<file path="config.mk">
export PLATFORM = sky130hd
export DESIGN_NAME = load_negate_mask_address_exec
export DESIGN_NICKNAME = d
export VERILOG_FILES = /design/src/load_exec_pkg.sv /design/src/load_negate_mask_address_exec.sv
export VERILOG_INCLUDE_DIRS = /design/src /design/src/src
export SDC_FILE = /design/constraint.sdc
export NUM_CORES = 2
export LEC_CHECK = 0
export ABC_CLOCK_PERIOD_IN_PS = 23500
export BUFFER_PORTS_ARGS = -buffer_cell sky130_fd_sc_hd__clkbuf_2
export CELL_PAD_IN_SITES_DETAIL_PLACEMENT = 0
export CELL_PAD_IN_SITES_GLOBAL_PLACEMENT = 1
export CORE_UTILIZATION = 35
export DETAILED_ROUTE_END_ITERATION = 7
export PLACE_DENSITY = 0.6
export SYNTH_ARGS = -nofsm -noshare
export SYNTH_HDL_FRONTEND = slang
export SYNTH_SLANG_ARGS = --single-unit
</file>
<file path="constraint.sdc">
create_clock -name core_clk -period 23.5 [get_ports core_clk]
set_input_delay 4.7 -clock core_clk [delete_from_list [all_inputs] [get_ports core_clk]]
set_output_delay 4.7 -clock core_clk [all_outputs]
set_load 0.01 [all_outputs]
</file>
<file path="src/load_exec_regs.svh">
// register offsets, field positions and response codes of the load datapath
`ifndef LOAD_EXEC_REGS_SVH
`define LOAD_EXEC_REGS_SVH

`define CTRL_OFFSET    8'h00
`define OPCODE_OFFSET  8'h04
`define INSTR_OFFSET   8'h08
`define OPHI_OFFSET    8'h0c
`define OPLO_OFFSET    8'h10
`define EADDR_OFFSET   8'h14
`define REAL_OFFSET    8'h18
`define STATUS_OFFSET  8'h1c
`define IRQSTAT_OFFSET 8'h20
`define IRQMASK_OFFSET 8'h24
`define GPR_BASE       8'h40
`define GPR_TOP        8'h5c

`define CTRL_START     0
`define CTRL_CARRY     1
`define CTRL_MODE_LO   2
`define CTRL_MODE_HI   3
`define STAT_BUSY      0
`define STAT_CC_LO     4
`define CC1            3
`define CC2            2
`define CC3            1
`define CC4            0
`define IRQ_DONE       0
`define IRQ_OVF        1

`define MASK_REG       3'h4
`define RESP_OKAY      2'h0
`define RESP_SLVERR    2'h2
`define NEG_LIMIT      32'h80000000

`endif

</file>
<file path="src/load_exec_pkg.sv">
// types shared by the load datapath
package load_exec_pkg;
    typedef enum logic [2:0] {
        LOAD_MASKED_DOUBLE,
        LOAD_NEGATED_BYTE,
        LOAD_NEGATED_HALF,
        LOAD_NEGATED_WORD,
        LOAD_NEGATED_DOUBLE,
        LOAD_SIGN_EXT_IMMEDIATE,
        LOAD_EFF_ADDR,
        LOAD_REAL_ADDR
    } op_type;
    typedef enum logic [1:0] {
        MODE_512KB,
        LEGACY_STATUS_WORD_MODE,
        STATUS_DOUBLEWORD_MODE
    } mode_type;
    typedef enum logic [1:0] {
        ST_IDLE,
        ST_LOW,
        ST_HIGH
    } state_type;
endpackage

</file>
<file path="src/load_negate_mask_address_exec.sv">
// load negate, masked, immediate and address datapath with axi4-lite regs
`timescale 1ns/10ps
`include "load_exec_regs.svh"

// Operation
// - masked double ands words with mask_register, low first
// - doubleword condition from signed 64-bit pair
// - negated byte: zero-extend then negate
// - negated byte clears bits one, two
// - negated half: sign-extend then negate
// - non-address word result sets one of two/three/four
// - negated word writes two's complement
// - negation overflow sets condition bit one
// - negated double low to R+1, high R
// - immediate sign-extends instruction low halfword
// - effective address to low bits, cc kept
// - extended modes clear 2-7, address 8-31
// - 512KB no indirect/index copies instruction
// - indexed 512KB sums upper twelve bits
// - indirect 512KB sums final word fields
// - address overflow may add bit eleven
// - real address into 7-31, clear 0-6
module load_negate_mask_address_exec
    import load_exec_pkg::*;
(
    // clock and reset
    input  wire logic        core_clk,
    input  wire logic        sys_rst,
    // axi4-lite write address and data
    input  wire logic        s_axi_awvalid,
    output logic             s_axi_awready,
    input  wire logic [7:0]  s_axi_awaddr,
    input  wire logic        s_axi_wvalid,
    output logic             s_axi_wready,
    input  wire logic [31:0] s_axi_wdata,
    input  wire logic [3:0]  s_axi_wstrb,
    // axi4-lite write response
    output logic             s_axi_bvalid,
    input  wire logic        s_axi_bready,
    output logic [1:0]       s_axi_bresp,
    // axi4-lite read
    input  wire logic        s_axi_arvalid,
    output logic             s_axi_arready,
    input  wire logic [7:0]  s_axi_araddr,
    output logic             s_axi_rvalid,
    input  wire logic        s_axi_rready,
    output logic [31:0]      s_axi_rdata,
    output logic [1:0]       s_axi_rresp,
    // interrupt
    output logic             irqOut
);
    logic [31:0] gprQ [8];
    logic [31:0] instrQ, opHiQ, opLoQ, eaddrQ, realQ;
    logic [3:0]  ccQ;
    logic [1:0]  irqStatQ, irqMaskQ;
    logic        carryQ;
    mode_type    modeQ;
    op_type      opQ;
    state_type   stateQ;
    logic        awHeldQ, wHeldQ;
    logic [7:0]  awAddrQ;
    logic [31:0] wDataQ;
    logic [3:0]  wStrbQ;
    logic        doWrite, busy, startReq;
    logic [2:0]  rIdx, rPair, xIdx, xInd;
    logic [31:0] loResult, hiResult, wordResult, leaResult, strbData;
    logic [63:0] dblResult;
    logic [11:0] idxHigh, baseHigh;
    logic [31:0] idxWord;
    logic        wordOvf, dblOvf, isDouble, mapped;

    function automatic logic [3:0] cond_word(input logic [31:0] v);
        cond_word = {1'b0, ~v[31] && v != 32'h0, v[31], v == 32'h0};
    endfunction

    assign busy     = stateQ != ST_IDLE;
    assign rIdx     = instrQ[25:23];
    assign rPair    = 3'(rIdx + 3'h1);
    assign xIdx     = instrQ[22:20];
    assign xInd     = opHiQ[22:20];
    assign isDouble = opQ == LOAD_MASKED_DOUBLE || opQ == LOAD_NEGATED_DOUBLE;
    assign doWrite  = awHeldQ && wHeldQ && !s_axi_bvalid;
    assign startReq = doWrite && awAddrQ == `CTRL_OFFSET && wStrbQ[0]
                      && wDataQ[`CTRL_START] && !busy;
    assign strbData = {wStrbQ[3] ? wDataQ[31:24] : 8'h0,
                       wStrbQ[2] ? wDataQ[23:16] : 8'h0,
                       wStrbQ[1] ? wDataQ[15:8]  : 8'h0,
                       wStrbQ[0] ? wDataQ[7:0]   : 8'h0};

    // datapath; operands stay frozen while busy so one mux serves all steps
    assign dblResult = 64'(-{opHiQ, opLoQ});
    assign dblOvf    = {opHiQ, opLoQ} == {`NEG_LIMIT, 32'h0};
    assign wordOvf   = opHiQ == `NEG_LIMIT;
    assign idxWord   = instrQ[19] ? (xInd == 3'h0 ? 32'h0 : gprQ[xInd])
                       : gprQ[xIdx];
    assign idxHigh   = idxWord[31:20];
    assign baseHigh  = instrQ[19] ? opHiQ[31:20] : instrQ[31:20];
    // carry out of the low address sum is supplied with the request
    always_comb begin
        if (modeQ != MODE_512KB) begin
            leaResult = {gprQ[rIdx][31:30], 6'h0, eaddrQ[23:0]};
        end else if (!instrQ[19] && xIdx == 3'h0) begin
            leaResult = instrQ;
        end else begin
            leaResult = {12'(baseHigh + idxHigh + {11'h0, carryQ}),
                         eaddrQ[19:0]};
        end
    end
    always_comb begin
        case (opQ)
            LOAD_NEGATED_BYTE:       wordResult = 32'(-{24'h0, opHiQ[7:0]});
            LOAD_NEGATED_HALF:       wordResult =
                32'(-{{16{opHiQ[15]}}, opHiQ[15:0]});
            LOAD_NEGATED_WORD:       wordResult = 32'(-opHiQ);
            LOAD_SIGN_EXT_IMMEDIATE: wordResult =
                {{16{instrQ[15]}}, instrQ[15:0]};
            LOAD_EFF_ADDR:           wordResult = leaResult;
            LOAD_REAL_ADDR:          wordResult = {7'h0, realQ[24:0]};
            default:                 wordResult = 32'h0;
        endcase
    end
    assign loResult = opQ == LOAD_MASKED_DOUBLE ? opLoQ & gprQ[`MASK_REG]
                      : dblResult[31:0];
    assign hiResult = opQ == LOAD_MASKED_DOUBLE ? opHiQ & gprQ[`MASK_REG]
                      : dblResult[63:32];

    // sequencer: low word lands first, high word one cycle later
    always_ff @(posedge core_clk or posedge sys_rst) begin
        if (sys_rst) begin
            stateQ <= ST_IDLE;
        end else begin
            case (stateQ)
                ST_IDLE: if (startReq) stateQ <= ST_LOW;
                ST_LOW:  stateQ <= isDouble ? ST_HIGH : ST_IDLE;
                default: stateQ <= ST_IDLE;
            endcase
        end
    end

    // general registers: bus writes only while idle
    always_ff @(posedge core_clk or posedge sys_rst) begin
        if (sys_rst) begin
            for (int i = 0; i < 8; i++) gprQ[i] <= 32'h0;
        end else if (stateQ == ST_LOW) begin
            if (isDouble) gprQ[rPair] <= loResult;
            else gprQ[rIdx] <= wordResult;
        end else if (stateQ == ST_HIGH) begin
            gprQ[rIdx] <= hiResult;
        end else if (doWrite && awAddrQ >= `GPR_BASE
                     && awAddrQ <= `GPR_TOP) begin
            gprQ[awAddrQ[4:2]] <= strbData;
        end
    end

    // condition bits
    always_ff @(posedge core_clk or posedge sys_rst) begin
        if (sys_rst) begin
            ccQ <= 4'h0;
        end else if (stateQ == ST_LOW && !isDouble) begin
            case (opQ)
                LOAD_NEGATED_BYTE:
                    ccQ <= {2'b00, wordResult[31],
                            wordResult == 32'h0};
                LOAD_NEGATED_WORD:
                    ccQ <= cond_word(wordResult)
                           | {wordOvf, 3'h0};
                LOAD_EFF_ADDR, LOAD_REAL_ADDR: ccQ <= ccQ;
                default: ccQ <= cond_word(wordResult);
            endcase
        end else if (stateQ == ST_HIGH) begin
            ccQ <= {opQ == LOAD_NEGATED_DOUBLE && dblOvf,
                    ~hiResult[31] && {hiResult, gprQ[rPair]} != 64'h0,
                    hiResult[31],
                    {hiResult, gprQ[rPair]} == 64'h0};
        end
    end

    // operand and control registers, frozen while busy
    always_ff @(posedge core_clk or posedge sys_rst) begin
        if (sys_rst) begin
            instrQ <= 32'h0;
            opHiQ <= 32'h0;
            opLoQ <= 32'h0;
            eaddrQ <= 32'h0;
            realQ <= 32'h0;
            opQ <= LOAD_MASKED_DOUBLE;
            modeQ <= MODE_512KB;
            carryQ <= 1'b0;
            irqMaskQ <= 2'h0;
        end else if (doWrite && !busy) begin
            if (awAddrQ == `CTRL_OFFSET) begin
                carryQ <= strbData[`CTRL_CARRY];
                modeQ <= mode_type'(strbData[`CTRL_MODE_HI:`CTRL_MODE_LO]);
            end else if (awAddrQ == `OPCODE_OFFSET) begin
                opQ <= op_type'(strbData[2:0]);
            end else if (awAddrQ == `INSTR_OFFSET) begin
                instrQ <= strbData;
            end else if (awAddrQ == `OPHI_OFFSET) begin
                opHiQ <= strbData;
            end else if (awAddrQ == `OPLO_OFFSET) begin
                opLoQ <= strbData;
            end else if (awAddrQ == `EADDR_OFFSET) begin
                eaddrQ <= strbData;
            end else if (awAddrQ == `REAL_OFFSET) begin
                realQ <= strbData;
            end else if (awAddrQ == `IRQMASK_OFFSET) begin
                irqMaskQ <= strbData[1:0];
            end
        end
    end

    // sticky events: a set in the same cycle as a clear wins
    always_ff @(posedge core_clk or posedge sys_rst) begin
        if (sys_rst) begin
            irqStatQ <= 2'h0;
        end else begin
            irqStatQ <= (irqStatQ & ~((doWrite && awAddrQ == `IRQSTAT_OFFSET)
                                      ? strbData[1:0] : 2'h0))
                        | {(stateQ == ST_LOW && opQ == LOAD_NEGATED_WORD
                            && wordOvf) || (stateQ == ST_HIGH
                            && opQ == LOAD_NEGATED_DOUBLE && dblOvf),
                           (stateQ == ST_LOW && !isDouble)
                           || stateQ == ST_HIGH};
        end
    end

    always_ff @(posedge core_clk or posedge sys_rst) begin
        if (sys_rst) irqOut <= 1'b0;
        else irqOut <= |(irqStatQ & irqMaskQ);
    end

    // axi write channels, taken in either order
    always_ff @(posedge core_clk or posedge sys_rst) begin
        if (sys_rst) begin
            awHeldQ <= 1'b0;
            wHeldQ <= 1'b0;
            awAddrQ <= 8'h0;
            wDataQ <= 32'h0;
            wStrbQ <= 4'h0;
            s_axi_bvalid <= 1'b0;
            s_axi_bresp <= `RESP_OKAY;
        end else begin
            if (s_axi_awvalid && s_axi_awready) begin
                awHeldQ <= 1'b1;
                awAddrQ <= {s_axi_awaddr[7:2], 2'b00};
            end
            if (s_axi_wvalid && s_axi_wready) begin
                wHeldQ <= 1'b1;
                wDataQ <= s_axi_wdata;
                wStrbQ <= s_axi_wstrb;
            end
            if (doWrite) begin
                awHeldQ <= 1'b0;
                wHeldQ <= 1'b0;
                s_axi_bvalid <= 1'b1;
                s_axi_bresp <= mapped ? `RESP_OKAY : `RESP_SLVERR;
            end else if (s_axi_bready) begin
                s_axi_bvalid <= 1'b0;
            end
        end
    end
    assign mapped = awAddrQ <= `IRQMASK_OFFSET
                    || (awAddrQ >= `GPR_BASE && awAddrQ <= `GPR_TOP);

    always_ff @(posedge core_clk or posedge sys_rst) begin
        if (sys_rst) begin
            s_axi_awready <= 1'b0;
            s_axi_wready <= 1'b0;
        end else begin
            s_axi_awready <= !awHeldQ && !(s_axi_awvalid && s_axi_awready)
                             && !s_axi_bvalid;
            s_axi_wready <= !wHeldQ && !(s_axi_wvalid && s_axi_wready)
                            && !s_axi_bvalid;
        end
    end

    // axi read channel
    always_ff @(posedge core_clk or posedge sys_rst) begin
        if (sys_rst) begin
            s_axi_arready <= 1'b0;
            s_axi_rvalid <= 1'b0;
            s_axi_rdata <= 32'h0;
            s_axi_rresp <= `RESP_OKAY;
        end else begin
            s_axi_arready <= !s_axi_rvalid && !s_axi_arready;
            if (s_axi_arvalid && s_axi_arready) begin
                s_axi_rvalid <= 1'b1;
                s_axi_rresp <= `RESP_OKAY;
                if (s_axi_araddr[7:2] == `CTRL_OFFSET >> 2) begin
                    s_axi_rdata <= {28'h0, 2'(modeQ), carryQ, 1'b0};
                end else if (s_axi_araddr[7:2] == `OPCODE_OFFSET >> 2) begin
                    s_axi_rdata <= {29'h0, 3'(opQ)};
                end else if (s_axi_araddr[7:2] == `INSTR_OFFSET >> 2) begin
                    s_axi_rdata <= instrQ;
                end else if (s_axi_araddr[7:2] == `OPHI_OFFSET >> 2) begin
                    s_axi_rdata <= opHiQ;
                end else if (s_axi_araddr[7:2] == `OPLO_OFFSET >> 2) begin
                    s_axi_rdata <= opLoQ;
                end else if (s_axi_araddr[7:2] == `EADDR_OFFSET >> 2) begin
                    s_axi_rdata <= eaddrQ;
                end else if (s_axi_araddr[7:2] == `REAL_OFFSET >> 2) begin
                    s_axi_rdata <= realQ;
                end else if (s_axi_araddr[7:2] == `STATUS_OFFSET >> 2) begin
                    s_axi_rdata <= {24'h0, ccQ, 3'h0, busy};
                end else if (s_axi_araddr[7:2] == `IRQSTAT_OFFSET >> 2) begin
                    s_axi_rdata <= {30'h0, irqStatQ};
                end else if (s_axi_araddr[7:2] == `IRQMASK_OFFSET >> 2) begin
                    s_axi_rdata <= {30'h0, irqMaskQ};
                end else if (s_axi_araddr >= `GPR_BASE
                             && s_axi_araddr <= `GPR_TOP + 8'h3) begin
                    s_axi_rdata <= gprQ[s_axi_araddr[4:2]];
                end else begin
                    s_axi_rdata <= 32'h0;
                    s_axi_rresp <= `RESP_SLVERR;
                end
            end else if (s_axi_rready) begin
                s_axi_rvalid <= 1'b0;
            end
        end
    end
endmodule

</file>
==> results.cfg <==
[critical_path]
critical-path-slowest-cell = sky130_fd_sc_hd__buf_4
cp_max_fo = 36
cp_cell_sequence = buf_6 > buf_4 > mux4_2 > mux2i_1 > nor2_1 > o21ai_0 > a21oi_1 > a21oi_1 > nor2_1 > a21oi_1 > a221oi_1 > a21o_1
critical_path_class = in2reg
timing.critical_path.mode_cell = sky130_fd_sc_hd__a21oi_1
worst-r2r-cell-count = 14
cell_class_contributing_the_biggest_share_of_worst_path_delay = multiplexers
timing.critical_path.to_type = register
timing.critical_path.arrival_ns = 8.12
cp.buffers_inverters = 2
worst_reg2reg_path_startpoint = opHiQ[21]$_DFFE_PP0P_
setup.worst_path.start = s_axi_araddr[2]
cp_slowest_stage_delay_ns = 0.71
required_time_reported_for_the_critical_path_endpoint_ns = 24.03
critical_path_cell_count = 12
timing.critical_path.from_type = input port

[drt]
drt-pass1-iter-count = 8
detail_route.wl_per_cell_um = 35.2
routed_wl_um = 185000
drtAntennaViolNets = 0
remaining_drc_errors = 44
detailroute.via_count = 36234
drt-vias-per-instance = 6.88
first_iter_violations = 5755

[run_status]
status = finished, violations left
violations = design-rule violations

[clock_network]
clock_insertion_delay_worst_skew_ns = 0.64
htree_levels = 3
tritoncts = yes
post_cts_resized = 0
clk_root_buffer_cell = sky130_fd_sc_hd__clkbuf_16
cts_post_setup_buffers_inserted = 0
number_of_buffers_created_by_cts = 66
ctsLongestPathBuffers = 3
postCtsHoldBufs = 0
numClockSinks = 516
worst_setup_hold_path_clk_slew_ns = 0.05

[floorplanning]
boundaryPins = 101
fp.coreArea_um2 = 99000
rows = 115
die_w_um = 319
die-area_um2 = 102000
floorplan.initialDensity = 0.355
dieHeight_um = 319

[global_route]
groute.usage.overall = 0.356
number_of_antenna_violations_at_the_first_check_in_global_routing = 6
grt_busiest_layer = met2
grt_max_degree = 171
grt_met3_use = 0.0836
global_route.overflow_total = 0
groute.layer.met2.usage = 0.528
grt_pass1_vias = 33798
met1_usage = 0.488
first_pass_grt_wire_length_um = 261000

[yosys]
netlist_area_um2 = 35200
synthesis.yosys.warnings = 0
dominantRegCellSynth = sky130_fd_sc_hd__dfrtp_1
syn_area_per_cell_um2 = 8.73
ys_ff_latch = 516
synth_top_cell_area_share = 0.367
synth_cells = 4028
synth-edff-count = 0
share_of_synthesized_area_occupied_by_flip_flops_and_latches = 0.367
yosysUniqueCellTypes = 86
post-synth-top-area-cell = sky130_fd_sc_hd__dfrtp_1
netlist_top_cells_area = sky130_fd_sc_hd__dfrtp_1 (37%), sky130_fd_sc_hd__mux4_2 (6.4%), sky130_fd_sc_hd__a22o_1 (5.8%), sky130_fd_sc_hd__o21ai_0 (5.6%), sky130_fd_sc_hd__nand2_1 (5.4%)
asyncSetResetFlopFracSynth = 1.00

[cells_and_area]
areaGrowthSynthToFinish_pct = 11.4
num-nets-final = 4010
final.fill_count = 10128
post_route_cells_drive_above_1_share = 0.151
post_layout_nonfiller_instances = 5264

[power]
vdd.ir_drop.worst_uv = 138
power.leakage_nw = 15.4
power.density_nw_per_um2 = 169

[timing]
relSlewSlack = 0.0969
timing.final.setup_violations = 0
fin_worst_skew_ns = 0.0237
rsz0062_at_grt = no
pin_slew_with_the_least_headroom_to_its_limit_ns = 1.35
maximum_operating_frequency_mhz = 132
timing.final.crit_share = 0.323
drv_slew = 0
finalSetupTns_ns = 0
final-hold-violation-count = 0
fin_crit_ns = 7.59

[placed_design]
gpl.final_weighted_congestion = 0.997
portBuffers = 94
placed_cells = 5149
dp_hpwl_um = 132000

[min_path]
holdCritPathClass = reg2reg
hold_path_startpoint = s_axi_rvalid$_DFFE_PP0P_
worst_hold_path.num_cells = 1

[job]
max_cap_violations = 0
[report_power, final]
| part | internal (mW) | total (mW) | switching, mW |
|---|---|---|---|
| clock network | 0.640 | 1.07 | 0.429 |
| logic | 1.17 | 4.02 | 2.85 |
| registers | 1.14 | 1.52 | 0.382 |
| total | 2.95 | 6.61 | 3.66 |
[per-layer routing]
| metal | share of wire | vias to the layer above | wire (um) |
|---|---|---|---|
| li1 | - | 15385 | - |
| met2 | 0.43 | 2290 | 79600 |
| met5 | 0.00015 | - | 27 |
| met4 | 0.054 | 4 | 9960 |
| met3 | 0.11 | 402 | 19800 |
| met1 | 0.41 | 18153 | 75700 |
[path summary, 6_finish.rpt]
kind	endpoint	slack, ns
setup / recovery	s_axi_rdata[7]$_DFFE_PP0P_	15.91
hold / removal	s_axi_arready$_DFF_PP0_	0.46
setup reg to reg	ccQ[0]$_DFFE_PP0P_	17.53
hold reg to reg	s_axi_arready$_DFF_PP0_	0.46
max in group asynchronous	gprQ[144]$_DFFE_PP0P_	16.34
min in group asynchronous	s_axi_rdata[22]$_DFFE_PP0P_	4.21
[state kept, by name, summed over array words and instances, names as in the netlist, 3 cells and up]
signal       cells
s_axi_rdata     32
realQ           32
opLoQ           32
awAddrQ          6
gprQ           256
opQ              3
opHiQ           32
eaddrQ          32
wDataQ          32
instrQ          32
wStrbQ           4
ccQ              4
[layout by cell type, fill, tap and decap left out, types with 50 or more instances in the layout]
master,netlist,layout
sky130_fd_sc_hd__o22ai_1,86,86
sky130_fd_sc_hd__nor4_1,88,87
sky130_fd_sc_hd__buf_4,2,125
sky130_fd_sc_hd__dfrtp_1,516,513
sky130_fd_sc_hd__mux2i_1,50,50
sky130_fd_sc_hd__nand3_1,56,55
sky130_fd_sc_hd__nand2_1,508,503
sky130_fd_sc_hd__mux2_2,89,89
sky130_fd_sc_hd__a221oi_1,84,84
sky130_fd_sc_hd__nor2_1,374,350
sky130_fd_sc_hd__mux4_2,100,100
sky130_fd_sc_hd__clkbuf_2,0,92
sky130_fd_sc_hd__clkbuf_16,0,71
sky130_fd_sc_hd__a21oi_1,289,289
sky130_fd_sc_hd__a22o_1,232,232
sky130_fd_sc_hd__o21ai_0,391,389
sky130_fd_sc_hd__a222oi_1,161,161
[area by class of cell]
cell class                      count  area (um2)  area share
Sequential cell                   516       12900       0.330
Tap cell                         1287        1610      0.0411
Clock buffer                       99        2030      0.0519
Timing Repair Buffer              219        1430      0.0365
Multi-Input combinational cell   3093       20800       0.532
Antenna cell                        1        2.50   0.0000639
Clock inverter                     15         193     0.00492
Inverter                           34         140     0.00358
[cells by family (layout without fill, tap and decap cells)]
group | Yosys count | in the layout | share of synthesized area
buffers and inverters | 420 | 367 | 0.0459
adders and majority gates | 21 | 21 | 0.00790
DFF | 516 | 516 | 0.367
xor gates and xnor gates | 32 | 32 | 0.00797
and+or+nand+nor | 1276 | 1276 | 0.165
muxes | 239 | 239 | 0.107
AOI/OAI and AO/OA | 1523 | 1523 | 0.299
other | 1 | 3 | 0.000107
[Yosys cell counts, types with 56 or more instances]
cell,count
sky130_fd_sc_hd__a22o_1,232
sky130_fd_sc_hd__nand2_1,508
sky130_fd_sc_hd__a222oi_1,161
sky130_fd_sc_hd__nand3_1,56
sky130_fd_sc_hd__o21ai_0,391
sky130_fd_sc_hd__nor2_1,374
sky130_fd_sc_hd__mux2_2,89
sky130_fd_sc_hd__a221oi_1,84
sky130_fd_sc_hd__mux4_2,100
sky130_fd_sc_hd__a21oi_1,289
sky130_fd_sc_hd__dfrtp_1,516
sky130_fd_sc_hd__nor4_1,88
sky130_fd_sc_hd__o22ai_1,86
sky130_fd_sc_hd__clkbuf_1,340
[per-stage QoR]
step,setup WS (ns),power (mW),area (um2),util,hold slack (ns)
after floorplan,4.39,3.74,35200,-,0.442
after global placement,15.30,5.31,36900,0.373,0.440
after detailed placement,15.31,5.34,36900,0.373,0.456
after CTS,15.95,6.42,39200,0.396,0.466
after global routing,15.69,6.81,39200,0.396,0.500
final,15.91,6.61,39200,0.396,0.463
Power figures use the tool's default switching activity.
